--- config.mk ---
export PLATFORM = sky130hd
export DESIGN_NAME = csr_core_regs
export DESIGN_NICKNAME = d
export VERILOG_FILES = /design/src/csr_pkg.sv /design/src/csr_core_regs.sv
export SDC_FILE = /design/constraint.sdc
export NUM_CORES = 1
export LEC_CHECK = 0
export BUFFER_PORTS_ARGS = -buffer_cell sky130_fd_sc_hd__buf_2
export CORE_UTILIZATION = 58
export DETAILED_ROUTE_END_ITERATION = 10
export PLACE_DENSITY = 0.91
export SLEW_MARGIN = 20
export SYNTH_ARGS = -nofsm -noshare
export SYNTH_HDL_FRONTEND = slang
export SYNTH_SLANG_ARGS = --single-unit
--- constraint.sdc ---
create_clock -name clk -period 8.58 [get_ports clk]
set_input_delay 2.145 -clock clk [delete_from_list [all_inputs] [get_ports clk]]
set_output_delay 2.145 -clock clk [all_outputs]
set_load 0.01 [all_outputs]
--- src/csr_pkg.sv ---
// Constants and types for the core status and option register bank
// Overview of operation
// - Flag-setting ops override data write to flags
// - Instruction writes never change expiry/sleep flags
// - Indirect bank bit selects banks 2-3
// - Direct bank bits select one of four banks
// - Expiry flag set by clear/sleep, cleared timeout
// - Sleep flag set by clear, cleared by sleep
// - Zero flag follows zero result
// - Nibble carry from bit 3, inverted borrow
// - Carry from MSB, inverted borrow on subtract
// - Subtract adds two's complement of operand
// - Rotates load carry from source end bit
// - Clearing status zeroes banks, sets zero flag
// - Status decodes in every bank, option in banks 1 and 3 only
// - Pull-up disable bit kills all pull-ups
// - Edge select picks external interrupt edge
// - Source bit picks pin or instruction clock
// - Pin edge bit picks counting transition
// - One prescaler, assigned timer or watchdog; reset value divides both
// - Rate field doubles division per step
package csr_pkg;

   // ****************************************
   // Register map
   // ****************************************
   localparam logic [8:0] CSR_STATUS_OFS = 9'h003;
   localparam logic [8:0] CSR_OPTION_OFS = 9'h081;
   localparam logic [6:0] CSR_BANK_MASK  = 7'h7F;
   localparam logic [7:0] CSR_OPTION_RST = 8'hFF;
   localparam logic [7:0] CSR_STATUS_RST = 8'h18;
   localparam logic [7:0] CSR_OPTION_ALT = 8'h81;

   // ****************************************
   // Status field positions
   // ****************************************
   localparam int CSR_IRP_BIT = 7;
   localparam int CSR_RP_HI   = 6;
   localparam int CSR_RP_LO   = 5;
   localparam int CSR_TO_BIT  = 4;
   localparam int CSR_PD_BIT  = 3;
   localparam int CSR_Z_BIT   = 2;
   localparam int CSR_DC_BIT  = 1;
   localparam int CSR_C_BIT   = 0;
   localparam int CSR_NIB_MSB = 3;
   localparam logic [7:0] CSR_STATUS_WMASK = 8'hE7;

   // ****************************************
   // Option field positions
   // ****************************************
   localparam int CSR_PU_BIT   = 7;
   localparam int CSR_EDGE_BIT = 6;
   localparam int CSR_SRC_BIT  = 5;
   localparam int CSR_T0E_BIT  = 4;
   localparam int CSR_PSA_BIT  = 3;
   localparam int CSR_PS_HI    = 2;

   // ****************************************
   // ALU operations
   // ****************************************
   typedef enum logic [3:0]
   {
      CSR_OP_NONE  = 4'h0,
      CSR_OP_MOVE  = 4'h1,
      CSR_OP_ADD   = 4'h2,
      CSR_OP_SUB   = 4'h3,
      CSR_OP_AND   = 4'h4,
      CSR_OP_IOR   = 4'h5,
      CSR_OP_XOR   = 4'h6,
      CSR_OP_CLR   = 4'h7,
      CSR_OP_RRF   = 4'h8,
      CSR_OP_RLF   = 4'h9,
      CSR_OP_SWAP  = 4'hA,
      CSR_OP_BCF   = 4'hB,
      CSR_OP_BSF   = 4'hC,
      CSR_OP_INCDEC = 4'hD
   } csr_op_t;

   typedef struct packed
   {
      logic       valid;
      csr_op_t    op;
      logic [8:0] addr;
      logic [7:0] src;
      logic [7:0] wreg;
      logic [2:0] bit_sel;
   } csr_instr_t;

   typedef struct packed
   {
      logic       pullup_off;
      logic       irq_rising;
      logic       t0_from_pin;
      logic       t0_falling;
      logic       psc_to_wdt;
      logic [8:0] t0_div;
      logic [7:0] wdt_div;
   } csr_option_t;

endpackage

--- src/csr_core_regs.sv ---
// Core status and option register bank with flag logic and address forming
module csr_core_regs
   import csr_pkg::*;
(
   input  wire logic        clk,
   input  wire logic        rst_n,
   input  wire csr_instr_t  instr,
   input  wire logic        por_event,
   input  wire logic        watchdog_clear_instr,
   input  wire logic        sleep_instr,
   input  wire logic        watchdog_timeout,
   input  wire logic [7:0]  fsr_ptr,
   output logic [7:0]       result_ff,
   output logic             result_we_ff,
   output logic [7:0]       status_ff,
   output logic [7:0]       option_ff,
   output csr_option_t      opt_cfg_ff,
   output logic [8:0]       direct_addr_ff,
   output logic [8:0]       indirect_addr_ff
);

   // ****************************************
   // Helpers
   // ****************************************
   function automatic logic hits(input logic [8:0] a, input logic [8:0] ofs);
      hits = ((a & {2'b00, CSR_BANK_MASK}) == ofs);
   endfunction

   function automatic logic [8:0] pow2(input logic [2:0] n);
      pow2 = 9'h001 << n;
   endfunction

   function automatic logic [7:0] pow2_8(input logic [2:0] n);
      pow2_8 = 8'h01 << n;
   endfunction

   // ****************************************
   // Datapath
   // ****************************************
   logic [8:0] sum9;
   logic [4:0] nib5;
   logic [7:0] nxt_result;
   logic       nxt_we;
   logic       upd_z;
   logic       upd_cdc;
   logic       upd_c_only;
   logic       new_c;
   logic       is_status;
   logic       is_option;
   logic [7:0] opnd_b;
   logic       sub;

   always_comb
   begin
      is_status  = instr.valid && hits(instr.addr, CSR_STATUS_OFS);
      is_option  = instr.valid && (instr.addr[7:0] == CSR_OPTION_OFS[7:0]) && instr.addr[7];
      sub        = (instr.op == CSR_OP_SUB);
      opnd_b     = sub ? (~instr.wreg + 8'h01) : instr.wreg;
      sum9       = {1'b0, instr.src} + {1'b0, opnd_b};
      nib5       = {1'b0, instr.src[CSR_NIB_MSB:0]} + {1'b0, opnd_b[CSR_NIB_MSB:0]};
      if (sub && (instr.wreg == 8'h00))
      begin
         sum9[8] = 1'b1;
         nib5[4] = 1'b1;
      end
      nxt_result = instr.src;
      nxt_we     = instr.valid;
      upd_z      = 1'b0;
      upd_cdc    = 1'b0;
      upd_c_only = 1'b0;
      new_c      = 1'b0;
      case (instr.op)
         CSR_OP_NONE:   nxt_we = 1'b0;
         CSR_OP_MOVE:   nxt_result = instr.wreg;
         CSR_OP_ADD, CSR_OP_SUB:
         begin
            nxt_result = sum9[7:0];
            upd_z      = 1'b1;
            upd_cdc    = 1'b1;
         end
         CSR_OP_AND:    begin nxt_result = instr.src & instr.wreg; upd_z = 1'b1; end
         CSR_OP_IOR:    begin nxt_result = instr.src | instr.wreg; upd_z = 1'b1; end
         CSR_OP_XOR:    begin nxt_result = instr.src ^ instr.wreg; upd_z = 1'b1; end
         CSR_OP_INCDEC: begin nxt_result = instr.src + instr.wreg; upd_z = 1'b1; end
         CSR_OP_CLR:    begin nxt_result = 8'h00; upd_z = 1'b1; end
         CSR_OP_RRF:
         begin
            nxt_result = {status_ff[CSR_C_BIT], instr.src[7:1]};
            new_c      = instr.src[0];
            upd_c_only = 1'b1;
         end
         CSR_OP_RLF:
         begin
            nxt_result = {instr.src[6:0], status_ff[CSR_C_BIT]};
            new_c      = instr.src[7];
            upd_c_only = 1'b1;
         end
         CSR_OP_SWAP:   nxt_result = {instr.src[3:0], instr.src[7:4]};
         CSR_OP_BCF:    nxt_result = instr.src & ~(8'h01 << instr.bit_sel);
         CSR_OP_BSF:    nxt_result = instr.src | (8'h01 << instr.bit_sel);
         default:       nxt_we = 1'b0;
      endcase
   end

   always_ff @(posedge clk)
   begin
      if (!rst_n)
      begin
         result_ff    <= 8'h00;
         result_we_ff <= 1'b0;
      end
      else
      begin
         result_ff    <= nxt_result;
         result_we_ff <= nxt_we && !is_status && !is_option;
      end
   end

   // ****************************************
   // Status register
   // ****************************************
   logic [7:0] nxt_status;

   always_comb
   begin
      nxt_status = status_ff;
      if (is_status && nxt_we)
      begin
         nxt_status = (status_ff & ~CSR_STATUS_WMASK) | (nxt_result & CSR_STATUS_WMASK);
         if (upd_cdc)
         begin
            nxt_status[CSR_DC_BIT] = status_ff[CSR_DC_BIT];
            nxt_status[CSR_C_BIT]  = status_ff[CSR_C_BIT];
         end
         if (upd_c_only)
         begin
            nxt_status[CSR_C_BIT] = status_ff[CSR_C_BIT];
         end
         // Clearing status keeps both carry flags
         if (instr.op == CSR_OP_CLR)
         begin
            nxt_status[CSR_DC_BIT] = status_ff[CSR_DC_BIT];
            nxt_status[CSR_C_BIT]  = status_ff[CSR_C_BIT];
         end
      end
      if (upd_z && instr.valid)
      begin
         nxt_status[CSR_Z_BIT] = (nxt_result == 8'h00);
      end
      if (upd_cdc && instr.valid)
      begin
         nxt_status[CSR_DC_BIT] = nib5[4];
         nxt_status[CSR_C_BIT]  = sum9[8];
      end
      if (upd_c_only && instr.valid)
      begin
         nxt_status[CSR_C_BIT] = new_c;
      end
      if (por_event || watchdog_clear_instr)
      begin
         nxt_status[CSR_TO_BIT] = 1'b1;
         nxt_status[CSR_PD_BIT] = 1'b1;
      end
      else if (sleep_instr)
      begin
         nxt_status[CSR_TO_BIT] = 1'b1;
         nxt_status[CSR_PD_BIT] = 1'b0;
      end
      else if (watchdog_timeout)
      begin
         nxt_status[CSR_TO_BIT] = 1'b0;
      end
   end

   always_ff @(posedge clk)
   begin
      if (!rst_n)
      begin
         status_ff <= CSR_STATUS_RST;
      end
      else
      begin
         status_ff <= nxt_status;
      end
   end

   // ****************************************
   // Option register
   // ****************************************
   always_ff @(posedge clk)
   begin
      if (!rst_n)
      begin
         option_ff <= CSR_OPTION_RST;
      end
      else if (is_option && nxt_we)
      begin
         option_ff <= nxt_result;
      end
   end

   always_ff @(posedge clk)
   begin
      if (!rst_n)
      begin
         opt_cfg_ff <= '{1'b1, 1'b1, 1'b1, 1'b1, 1'b1, 9'h100, 8'h80};
      end
      else
      begin
         opt_cfg_ff.pullup_off  <= option_ff[CSR_PU_BIT];
         opt_cfg_ff.irq_rising  <= option_ff[CSR_EDGE_BIT];
         opt_cfg_ff.t0_from_pin <= option_ff[CSR_SRC_BIT];
         opt_cfg_ff.t0_falling  <= option_ff[CSR_T0E_BIT];
         opt_cfg_ff.psc_to_wdt  <= option_ff[CSR_PSA_BIT];
         // Except for the reset value, which divides both, only the assigned consumer sees division; the other runs 1:1
         opt_cfg_ff.t0_div <= option_ff[CSR_PSA_BIT] ? 9'h001
                              : (pow2(option_ff[CSR_PS_HI:0]) << 1);
         opt_cfg_ff.wdt_div <= option_ff[CSR_PSA_BIT]
                              ? pow2_8(option_ff[CSR_PS_HI:0]) : 8'h01;
      end
   end

   // ****************************************
   // Address forming
   // ****************************************
   always_ff @(posedge clk)
   begin
      if (!rst_n)
      begin
         direct_addr_ff   <= 9'h000;
         indirect_addr_ff <= 9'h000;
      end
      else
      begin
         direct_addr_ff   <= {status_ff[CSR_RP_HI:CSR_RP_LO], instr.addr[6:0]};
         indirect_addr_ff <= {status_ff[CSR_IRP_BIT], fsr_ptr};
      end
   end

endmodule

==> impl_results.html, run 1 <==
<table>
<tr><th>Metric</th><th>Value</th></tr>
<tr><th colspan="2">Yosys</th></tr>
<tr><td>Post-synthesis share of cell area spent on full adders, half adders and majority gates</td><td>between 5 and 6%</td></tr>
<tr><td>Post-synth EDFFs</td><td>0</td></tr>
<tr><td>Cells after synthesis</td><td>507</td></tr>
<tr><td>Fraction of synthesis flops using an asynchronous set or reset pin</td><td>0%</td></tr>
<tr><td>Most frequent cells after synthesis</td><td>sky130_fd_sc_hd__dfxtp_1, sky130_fd_sc_hd__nor2_1, sky130_fd_sc_hd__a21oi_1, sky130_fd_sc_hd__nand2_1, sky130_fd_sc_hd__and2_1</td></tr>
<tr><td>Most used flip-flop cell after synthesis</td><td>sky130_fd_sc_hd__dfxtp_1</td></tr>
<tr><td>Number of synthesized register bits</td><td>65</td></tr>
<tr><td>Top cells by area in the synthesized netlist</td><td>sky130_fd_sc_hd__dfxtp_1, sky130_fd_sc_hd__ha_1, sky130_fd_sc_hd__nor2_1</td></tr>
<tr><td>Most used standard cell by instance count after synthesis</td><td>sky130_fd_sc_hd__dfxtp_1</td></tr>
<tr><td>Fraction of the mapped netlist area in compound gates</td><td>22.81%</td></tr>
<tr><td>Basic-gate share of the synthesized area counting and, or, nand and nor cells</td><td>slightly below 30%</td></tr>
<tr><td>Post-synthesis sequential area ratio</td><td>a little under a third</td></tr>
<tr><td>Synth cell types</td><td>84</td></tr>
<tr><td>Count of yosys warnings during synthesis</td><td>0</td></tr>
<tr><td>Proportion of netlist area held by the largest area contributor</td><td>between 30 and 40%</td></tr>
<tr><td>Cell area after technology mapping</td><td>around 4200 um2</td></tr>
<tr><td>Xor/xnor cell area share of the yosys netlist</td><td>around 2.5%</td></tr>
<tr><td>Top cell type by total area after synthesis</td><td>sky130_fd_sc_hd__dfxtp_1</td></tr>
<tr><td>Multiplexer share of the synthesized area</td><td>approximately 3.4%</td></tr>
<tr><td>Syn Nets</td><td>between 500 and 600</td></tr>
<tr><td>Mean instance size in the synthesized netlist</td><td>slightly above 8 um2</td></tr>
<tr><td>Dominant combinational cell family by area after synthesis</td><td>simple AND/OR/NAND/NOR gates</td></tr>
<tr><th colspan="2">STA</th></tr>
<tr><td>Number of slew-limit violations in the final report</td><td>0</td></tr>
<tr><td>Slew of the pin with the lowest slew margin</td><td>around 0.76 ns</td></tr>
<tr><td>Achievable clock frequency</td><td>approximately 180 MHz</td></tr>
<tr><td>Tcrit/Tclk final</td><td>64.75%</td></tr>
<tr><td>Final hold vios</td><td>0</td></tr>
<tr><td>RSZ-0062 raised after global routing</td><td>no</td></tr>
<tr><td>Layout Skew</td><td>approximately 0.013 ns</td></tr>
<tr><td>Normalized max-slew margin</td><td>49.44%</td></tr>
<tr><td>Setup TNS</td><td>0 ns</td></tr>
<tr><td>Post-layout minimum cycle time</td><td>approximately 5.6 ns</td></tr>
<tr><td>Final setup violation count</td><td>0</td></tr>
<tr><td>Post-Route Hold Slack</td><td>0.4863 ns</td></tr>
<tr><th colspan="2">Global routing</th></tr>
<tr><td>Global-route usage over all layers</td><td>a little over a third</td></tr>
<tr><td>Met1 track demand over resource</td><td>between 40% and 50%</td></tr>
<tr><td>Met2 GRT Util</td><td>58.48%</td></tr>
<tr><td>Met3 layer usage reported by global route</td><td>under 10%</td></tr>
<tr><td>Vias in the first global route</td><td>between 4000 and 5000</td></tr>
<tr><td>Gr busiest metal</td><td>met2</td></tr>
<tr><td>Initial antenna violation count</td><td>0</td></tr>
<tr><td>Largest net degree at the start of global routing</td><td>43</td></tr>
<tr><td>Total gr overflow</td><td>0</td></tr>
<tr><td>Global-route wire length before repair</td><td>approximately 20000 um</td></tr>
<tr><th colspan="2">Worst setup path</th></tr>
<tr><td>CP Launch Type</td><td>input port</td></tr>
<tr><td>Crit Reg-Reg Endpoint</td><td>status_ff[2]</td></tr>
<tr><td>Worst Setup EP</td><td>option_ff[4]</td></tr>
<tr><td>Critical Path AT</td><td>between 5 and 6 ns</td></tr>
<tr><td>Worst Reg-to-Reg Cells</td><td>6</td></tr>
<tr><td>Required time of the critical path</td><td>a little under 9 ns</td></tr>
<tr><td>Series of cell instances along the critical path</td><td>buf_2 &gt; nand4bb_1 &gt; mux2_2 &gt; inv_1 &gt; fa_1 &gt; nand2b_1 &gt; a21oi_1 &gt; xor2_1 &gt; a211oi_1 &gt; o311ai_0 &gt; a21oi_1 &gt; o211ai_1</td></tr>
<tr><td>Most Frequent Cell on Critical Path</td><td>sky130_fd_sc_hd__a21oi_1</td></tr>
<tr><td>Setup CP Type</td><td>input port to flop</td></tr>
<tr><td>Kind of capture point of the worst setup path</td><td>flop</td></tr>
<tr><td>Cell type of the slowest stage on the worst timing path</td><td>sky130_fd_sc_hd__buf_2</td></tr>
<tr><td>Critical path's largest stage delay</td><td>~0.54 ns</td></tr>
<tr><td>Crit-path max FO</td><td>38</td></tr>
<tr><td>R2r startpoint</td><td>status_ff[0]</td></tr>
<tr><td>Slack of the worst reg-to-reg path</td><td>between 6 and 7 ns</td></tr>
<tr><td>CP Launch Point</td><td>instr[28]</td></tr>
<tr><th colspan="2">Worst hold path</th></tr>
<tr><td>Worst hold path cell count</td><td>1</td></tr>
<tr><td>Worst Hold Class</td><td>flop to flop</td></tr>
<tr><th colspan="2">Clock tree</th></tr>
<tr><td>Sink Count</td><td>65</td></tr>
<tr><td>Root buffer selected by CTS</td><td>sky130_fd_sc_hd__clkbuf_8</td></tr>
<tr><td>Maximum clock insertion buffer count</td><td>2</td></tr>
<tr><td>H-Tree Level Count</td><td>3</td></tr>
<tr><td>CTS buffer count</td><td>9</td></tr>
<tr><td>Post-CTS setup repair buffer count</td><td>0</td></tr>
<tr><td>Clock latency on the worst-skew pair</td><td>~0.34 ns</td></tr>
<tr><td>TritonCTS clock tree</td><td>done</td></tr>
<tr><td>Number of gates given a new drive strength after cts</td><td>0</td></tr>
<tr><td>Number of buffers added to fix hold violations after cts</td><td>0</td></tr>
<tr><td>Clock Pin Slew Worst Setup and Hold Paths</td><td>0.07 ns</td></tr>
<tr><th colspan="2">Placed design</th></tr>
<tr><td>Half-perimeter wire length after placement</td><td>roughly 9300 um</td></tr>
<tr><td>Count of port buffers added during placement</td><td>110</td></tr>
<tr><td>Final RePlAce weighted congestion</td><td>around 0.98</td></tr>
<tr><th colspan="2">Power</th></tr>
<tr><td>Switching power</td><td>0.2367 mW</td></tr>
<tr><td>Worst-case vdd ir drop</td><td>between 0.00007 and 0.00008 V</td></tr>
<tr><td>Clock network fraction of design power</td><td>a little over a third</td></tr>
<tr><td>Power share of the sequential group</td><td>between 40% and 50%</td></tr>
<tr><td>Proportion of power drawn by combinational gates</td><td>approximately a quarter</td></tr>
<tr><td>Static leakage power</td><td>2.147 nW</td></tr>
<tr><td>Cell-internal power</td><td>between 0.5 and 0.6 mW</td></tr>
<tr><td>Power per cell area</td><td>between 150 and 200 nW/um2</td></tr>
<tr><td>Net Sw Frac</td><td>30.80%</td></tr>
<tr><th colspan="2">Route</th></tr>
<tr><td>Final wirelength</td><td>between 10000 and 15000 um</td></tr>
<tr><td>Via count</td><td>between 4000 and 5000</td></tr>
<tr><td>TritonRoute pass-1 iters</td><td>5</td></tr>
<tr><td>Post-DRT Antenna Nets</td><td>0</td></tr>
<tr><td>Initial DRC count</td><td>397</td></tr>
<tr><td>DRC</td><td>0</td></tr>
<tr><td>Routed vias/inst</td><td>around 6.5</td></tr>
<tr><td>WL per Instance</td><td>between 15 and 20 um</td></tr>
<tr><th colspan="2">Cells and area</th></tr>
<tr><td>Synth-to-layout area growth</td><td>16.66%</td></tr>
<tr><td>Antenna Diode Count</td><td>0</td></tr>
<tr><td>Ratio of cells with drive above 1 in the final layout</td><td>24.17%</td></tr>
<tr><td>Area of the multi-input gates</td><td>approximately 2600 um2</td></tr>
<tr><td>FF/Latch Area</td><td>around 1300 um2</td></tr>
<tr><td>Filler cells</td><td>around 540</td></tr>
<tr><td>Final nets</td><td>~660</td></tr>
<tr><th colspan="2">Floorplanning</th></tr>
<tr><td>Core Region</td><td>6869 um2</td></tr>
<tr><td>Number of I/O pins</td><td>around 110</td></tr>
<tr><td>Effective utilization at floorplan</td><td>61.02%</td></tr>
<tr><td>Die Height</td><td>approximately 87 um</td></tr>
<tr><td>Die boundary width</td><td>87.01 um</td></tr>
<tr><td>Full die area</td><td>7571 um2</td></tr>
<tr><td>Cell Rows</td><td>30</td></tr>
<tr><th colspan="2">Run status</th></tr>
<tr><td>Result of the run</td><td>complete, no violations</td></tr>
<tr><th colspan="2">Flow run</th></tr>
<tr><td>Reported max-cap violation count</td><td>0</td></tr>
</table>
==> power groups by stage <==
stage	Combinational (mW)	Sequential, mW	Clock [mW]
2_1_floorplan	0.116	0.326	0
3_3_place_gp	0.171	0.320	0
3_5_place_dp	0.175	0.320	0
4_1_cts	0.178	0.314	0.271
5_1_grt	0.195	0.315	0.287
6_report	0.183	0.314	0.271
==> cell usage in the layout, fill, tap and decap left out, types with 9 or more instances in the layout <==
cell type and count:
sky130_fd_sc_hd__o211ai_1 11, sky130_fd_sc_hd__nand2_1 32, sky130_fd_sc_hd__dfxtp_1 65, sky130_fd_sc_hd__ha_1 15
sky130_fd_sc_hd__buf_2 110, sky130_fd_sc_hd__nor2b_1 16, sky130_fd_sc_hd__clkbuf_8 11, sky130_fd_sc_hd__nand2b_1 13
sky130_fd_sc_hd__inv_1 14, sky130_fd_sc_hd__a21oi_1 32, sky130_fd_sc_hd__a211oi_1 11, sky130_fd_sc_hd__nand3_1 12
sky130_fd_sc_hd__xor2_1 9, sky130_fd_sc_hd__nor3_1 16, sky130_fd_sc_hd__nor2_1 47, sky130_fd_sc_hd__and2_1 23
sky130_fd_sc_hd__mux2i_1 11, sky130_fd_sc_hd__o21ai_0 17
==> critical path, delay by kind of cell <==
| family | cells | cell delay [ns] |
|---|---|---|
| compound gates | 5 | 1.44 |
| simple gates | 2 | 0.64 |
| buf+inv | 2 | 0.59 |
| fa+ha+maj | 1 | 0.40 |
| mux | 1 | 0.36 |
| xor+xnor | 1 | 0.15 |
==> routing by layer <==
layer / vias up / wire (um)
met5: - / 0
met4: 0 / 687
met3: 68 / 1293
met2: 297 / 6276
met1: 2097 / 5007
li1: 2031 / -
==> cells by family (layout without fill, tap and decap cells) <==
kind of cell	after synthesis	after routing
AND/OR/NAND/NOR	216	216
AO/OA/AOI/OAI	134	134
flip-flops	65	65
buffers and inverters	49	142
adder cells (fa/ha/maj)	17	17
multiplexers	14	14
XOR/XNOR	12	12
==> registers in the layout, summed over array words and instances, names as in the netlist <==
register and flops:
direct_addr_ff 9, indirect_addr_ff 9, opt_cfg_ff 22, option_ff 8
result_ff 8, result_we_ff 1, status_ff 8
==> area by class of cell <==
cell class | count | share of cell area, %
inverters | 16 | 1.228
well taps | 96 | 2.456
clock buffers | 11 | 3.096
flip-flops and latches | 65 | 26.61
repair buffers | 110 | 11.26
multi-input cells | 393 | 54.07
clock inverters | 5 | 1.279
==> per-stage QoR <==
stage	cells	power, mW	utilization [%]	cell area, um2	worst slack (ns)
finish	696	0.7682	71.18	4890	3.025
global route	696	0.7962	71.18	4890	2.985
CTS	696	0.7629	71.18	4890	3.174
detailed placement	680	0.4958	68.07	4676	2.825
global placement	680	0.4913	68.07	4676	2.863
floorplan	507	0.4415	-	4192	3.687
==> worst min path at each step <==
stage                             from             endpoint
after floorplan           status_ff[3]         status_ff[3]
after global placement    status_ff[4]         status_ff[4]
after detailed placement  option_ff[4]       opt_cfg_ff[18]
after CTS                 option_ff[4]       opt_cfg_ff[18]
after global routing      status_ff[7]  indirect_addr_ff[8]
final                     option_ff[4]       opt_cfg_ff[18]
(Power assumes the default switching activity.)
==> run 2, diff against run 1 <==
Settings changed: CORE_UTILIZATION 58 to 48, PLACE_DENSITY 0.91 to 0.81.
Clock period 8.58 ns to 4.5 ns, I/O delays scaled along.
==> impl_results.html, run 2 (same netlist as run 1, synthesis figures left out) <==
<table>
<tr><th>Metric</th><th>Value</th></tr>
<tr><th colspan="2">Global routing</th></tr>
<tr><td>Total gr overflow</td><td>0</td></tr>
<tr><td>Initial antenna violation count</td><td>0</td></tr>
<tr><td>Largest net degree at the start of global routing</td><td>43</td></tr>
<tr><td>Global-route usage over all layers</td><td>about 29%</td></tr>
<tr><td>Vias in the first global route</td><td>between 3000 and 4000</td></tr>
<tr><td>Global-route wire length before repair</td><td>~20000 um</td></tr>
<tr><th colspan="2">Route</th></tr>
<tr><td>Post-DRT Antenna Nets</td><td>0</td></tr>
<tr><td>Final wirelength</td><td>around 13000 um</td></tr>
<tr><td>Routed vias/inst</td><td>around 6.1</td></tr>
<tr><td>Via count</td><td>4342</td></tr>
<tr><td>WL per Instance</td><td>between 15 and 20 um</td></tr>
<tr><td>TritonRoute pass-1 iters</td><td>5</td></tr>
<tr><td>DRC</td><td>0</td></tr>
<tr><td>Initial DRC count</td><td>563</td></tr>
<tr><th colspan="2">STA</th></tr>
<tr><td>Normalized max-slew margin</td><td>roughly 50%</td></tr>
<tr><td>Achievable clock frequency</td><td>between 200 and 300 MHz</td></tr>
<tr><td>Final setup violation count</td><td>0</td></tr>
<tr><td>Layout Skew</td><td>around 0.0024 ns</td></tr>
<tr><td>RSZ-0062 raised after global routing</td><td>no</td></tr>
<tr><td>Post-layout minimum cycle time</td><td>~4 ns</td></tr>
<tr><td>Slew of the pin with the lowest slew margin</td><td>roughly 0.75 ns</td></tr>
<tr><td>Post-Route Hold Slack</td><td>roughly 0.45 ns</td></tr>
<tr><td>Setup TNS</td><td>0 ns</td></tr>
<tr><td>Number of slew-limit violations in the final report</td><td>0</td></tr>
<tr><td>Final hold vios</td><td>0</td></tr>
<tr><td>Tcrit/Tclk final</td><td>~87%</td></tr>
<tr><th colspan="2">Worst setup path</th></tr>
<tr><td>Critical Path AT</td><td>approximately 4.1 ns</td></tr>
<tr><td>R2r startpoint</td><td>status_ff[0]</td></tr>
<tr><td>Crit-path max FO</td><td>7</td></tr>
<tr><td>Slack of the worst reg-to-reg path</td><td>2.76 ns</td></tr>
<tr><td>Kind of capture point of the worst setup path</td><td>flop</td></tr>
<tr><td>CP Launch Point</td><td>instr[30]</td></tr>
<tr><td>CP Launch Type</td><td>input port</td></tr>
<tr><td>Crit Reg-Reg Endpoint</td><td>status_ff[2]</td></tr>
<tr><td>Worst Setup EP</td><td>status_ff[2]</td></tr>
<tr><td>Required time of the critical path</td><td>approximately 4.7 ns</td></tr>
<tr><td>Worst Reg-to-Reg Cells</td><td>6</td></tr>
<tr><td>Setup CP Type</td><td>input port to flop</td></tr>
<tr><th colspan="2">Clock tree</th></tr>
<tr><td>CTS buffer count</td><td>9</td></tr>
<tr><td>Clock Pin Slew Worst Setup and Hold Paths</td><td>~0.07 ns</td></tr>
<tr><td>Post-CTS setup repair buffer count</td><td>0</td></tr>
<tr><td>Clock latency on the worst-skew pair</td><td>0.33 ns</td></tr>
<tr><td>TritonCTS clock tree</td><td>done</td></tr>
<tr><td>H-Tree Level Count</td><td>3</td></tr>
<tr><td>Maximum clock insertion buffer count</td><td>2</td></tr>
<tr><td>Sink Count</td><td>between 60 and 70</td></tr>
<tr><td>Root buffer selected by CTS</td><td>sky130_fd_sc_hd__clkbuf_8</td></tr>
<tr><td>Number of gates given a new drive strength after cts</td><td>0</td></tr>
<tr><td>Number of buffers added to fix hold violations after cts</td><td>0</td></tr>
<tr><th colspan="2">Worst hold path</th></tr>
<tr><td>Worst hold path cell count</td><td>2</td></tr>
<tr><td>Worst Hold Class</td><td>flop to flop</td></tr>
<tr><th colspan="2">Cells and area</th></tr>
<tr><td>Antenna Diode Count</td><td>0</td></tr>
<tr><td>Final core utilization</td><td>between 50% and 60%</td></tr>
<tr><td>Synth-to-layout area growth</td><td>18.66%</td></tr>
<tr><td>Final nets</td><td>between 600 and 700</td></tr>
<tr><td>Flip-flop count of the largest register, all copies and words added</td><td>22</td></tr>
<tr><td>Register with the most flip-flops</td><td>opt_cfg_ff</td></tr>
<tr><td>Largest regs</td><td>opt_cfg_ff (22), direct_addr_ff (9), indirect_addr_ff (9)</td></tr>
<tr><td>Filler cells</td><td>about 760</td></tr>
<tr><td>Ratio of cells with drive above 1 in the final layout</td><td>between 20 and 30%</td></tr>
<tr><td>Most common library cell in the layout ignoring fill and taps</td><td>sky130_fd_sc_hd__buf_2</td></tr>
<tr><td>Commonest cells after routing, fill and taps aside</td><td>sky130_fd_sc_hd__buf_2, sky130_fd_sc_hd__dfxtp_1, sky130_fd_sc_hd__nor2_1</td></tr>
<tr><th colspan="2">Floorplanning</th></tr>
<tr><td>Number of I/O pins</td><td>roughly 110</td></tr>
<tr><td>Full die area</td><td>roughly 9000 um2</td></tr>
<tr><td>Effective utilization at floorplan</td><td>roughly half</td></tr>
<tr><td>Core Region</td><td>8341 um2</td></tr>
<tr><td>Cell Rows</td><td>33</td></tr>
<tr><td>Die Height</td><td>around 95 um</td></tr>
<tr><td>Die boundary width</td><td>95.45 um</td></tr>
<tr><th colspan="2">Power</th></tr>
<tr><td>Cell-internal power</td><td>1.047 mW</td></tr>
<tr><td>Clock network fraction of design power</td><td>36.4%</td></tr>
<tr><td>Power per cell area</td><td>~300 nW/um2</td></tr>
<tr><td>Switching power</td><td>roughly 0.45 mW</td></tr>
<tr><td>Net Sw Frac</td><td>roughly 30%</td></tr>
<tr><td>Worst-case vdd ir drop</td><td>around 0.00014 V</td></tr>
<tr><td>Proportion of power drawn by combinational gates</td><td>a little under a quarter</td></tr>
<tr><td>Static leakage power</td><td>2.199 nW</td></tr>
<tr><td>Power share of the sequential group</td><td>around two fifths</td></tr>
<tr><th colspan="2">Placed design</th></tr>
<tr><td>Count of port buffers added during placement</td><td>110</td></tr>
<tr><td>Half-perimeter wire length after placement</td><td>~9500 um</td></tr>
<tr><td>Final RePlAce weighted congestion</td><td>between 1 and 1.5</td></tr>
<tr><th colspan="2">Run status</th></tr>
<tr><td>Result of the run</td><td>complete, no violations</td></tr>
<tr><th colspan="2">Flow run</th></tr>
<tr><td>Reported max-cap violation count</td><td>0</td></tr>
</table>
run 2: cell count changes in the layout (fill, tap and decap cells not counted):
cell	delta
sky130_fd_sc_hd__clkinv_2	+1
sky130_fd_sc_hd__inv_8	+1
sky130_fd_sc_hd__clkinvlp_4	-2
sky130_fd_sc_hd__clkbuf_8	-2
sky130_fd_sc_hd__clkinv_4	+1
sky130_fd_sc_hd__buf_4	+8
sky130_fd_sc_hd__bufinv_16	+1
run 2: layout make-up:
cell class	count	area (um2)	share of cell area, %
clock buffers	9	123.9	2.491
clock inverters	7	102.6	2.063
well taps	105	131.4	2.642
inverters	16	60.06	1.208
flip-flops and latches	65	1301	26.16
repair buffers	118	610.6	12.28
multi-input cells	393	2644	53.16
run 2: critical path, cell delays in order:
cell and delay (ns):
sky130_fd_sc_hd__buf_2 0.11, sky130_fd_sc_hd__nand4bb_1 0.27, sky130_fd_sc_hd__buf_4 0.22, sky130_fd_sc_hd__nor2_1 0.13
sky130_fd_sc_hd__xor2_1 0.23, sky130_fd_sc_hd__ha_1 0.32, sky130_fd_sc_hd__o21ai_0 0.23, sky130_fd_sc_hd__nor2_1 0.08
sky130_fd_sc_hd__or4b_1 0.47, sky130_fd_sc_hd__a21oi_1 0.37, sky130_fd_sc_hd__o41a_1 0.30, sky130_fd_sc_hd__nor2_1 0.06
sky130_fd_sc_hd__a31o_1 0.21
run 2: metrics by stage:
step,power [mW],setup WS (ns),std cells,cell area [um2]
floorplan,0.8419,0.6274,507,4192
global placement,0.9507,0.3968,697,4747
detailed placement,0.9547,0.3773,697,4747
CTS,1.496,0.7017,713,4974
global route,1.564,0.5496,713,4974
finish,1.495,0.5951,713,4974
run 2: worst min-delay path by stage:
stage          slack (ns)         start             end
6_report             0.45  status_ff[4]    status_ff[4]
5_1_grt              0.48  option_ff[5]  opt_cfg_ff[19]
4_1_cts              0.46  status_ff[4]    status_ff[4]
3_5_place_dp         0.44  status_ff[4]    status_ff[4]
3_3_place_gp         0.44  status_ff[4]    status_ff[4]
2_1_floorplan        0.48  status_ff[3]    status_ff[3]
run 2: routing by layer:
metal | track usage, % | vias up | routed length (um)
met2 | 47.56 | 262 | 6000
met4 | 13.81 | 0 | 391
met3 | 3.907 | 35 | 1227
li1 | - | 2053 | -
met5 | 0 | - | 0
met1 | 37.85 | 1992 | 5317
run 2: power groups by stage:
stage | logic (mW) | clock network [mW] | registers [mW]
detailed placement | 0.344 | 0 | 0.611
global route | 0.381 | 0.583 | 0.600
finish | 0.353 | 0.544 | 0.598
floorplan | 0.221 | 0 | 0.621
global placement | 0.340 | 0 | 0.611
CTS | 0.345 | 0.553 | 0.598
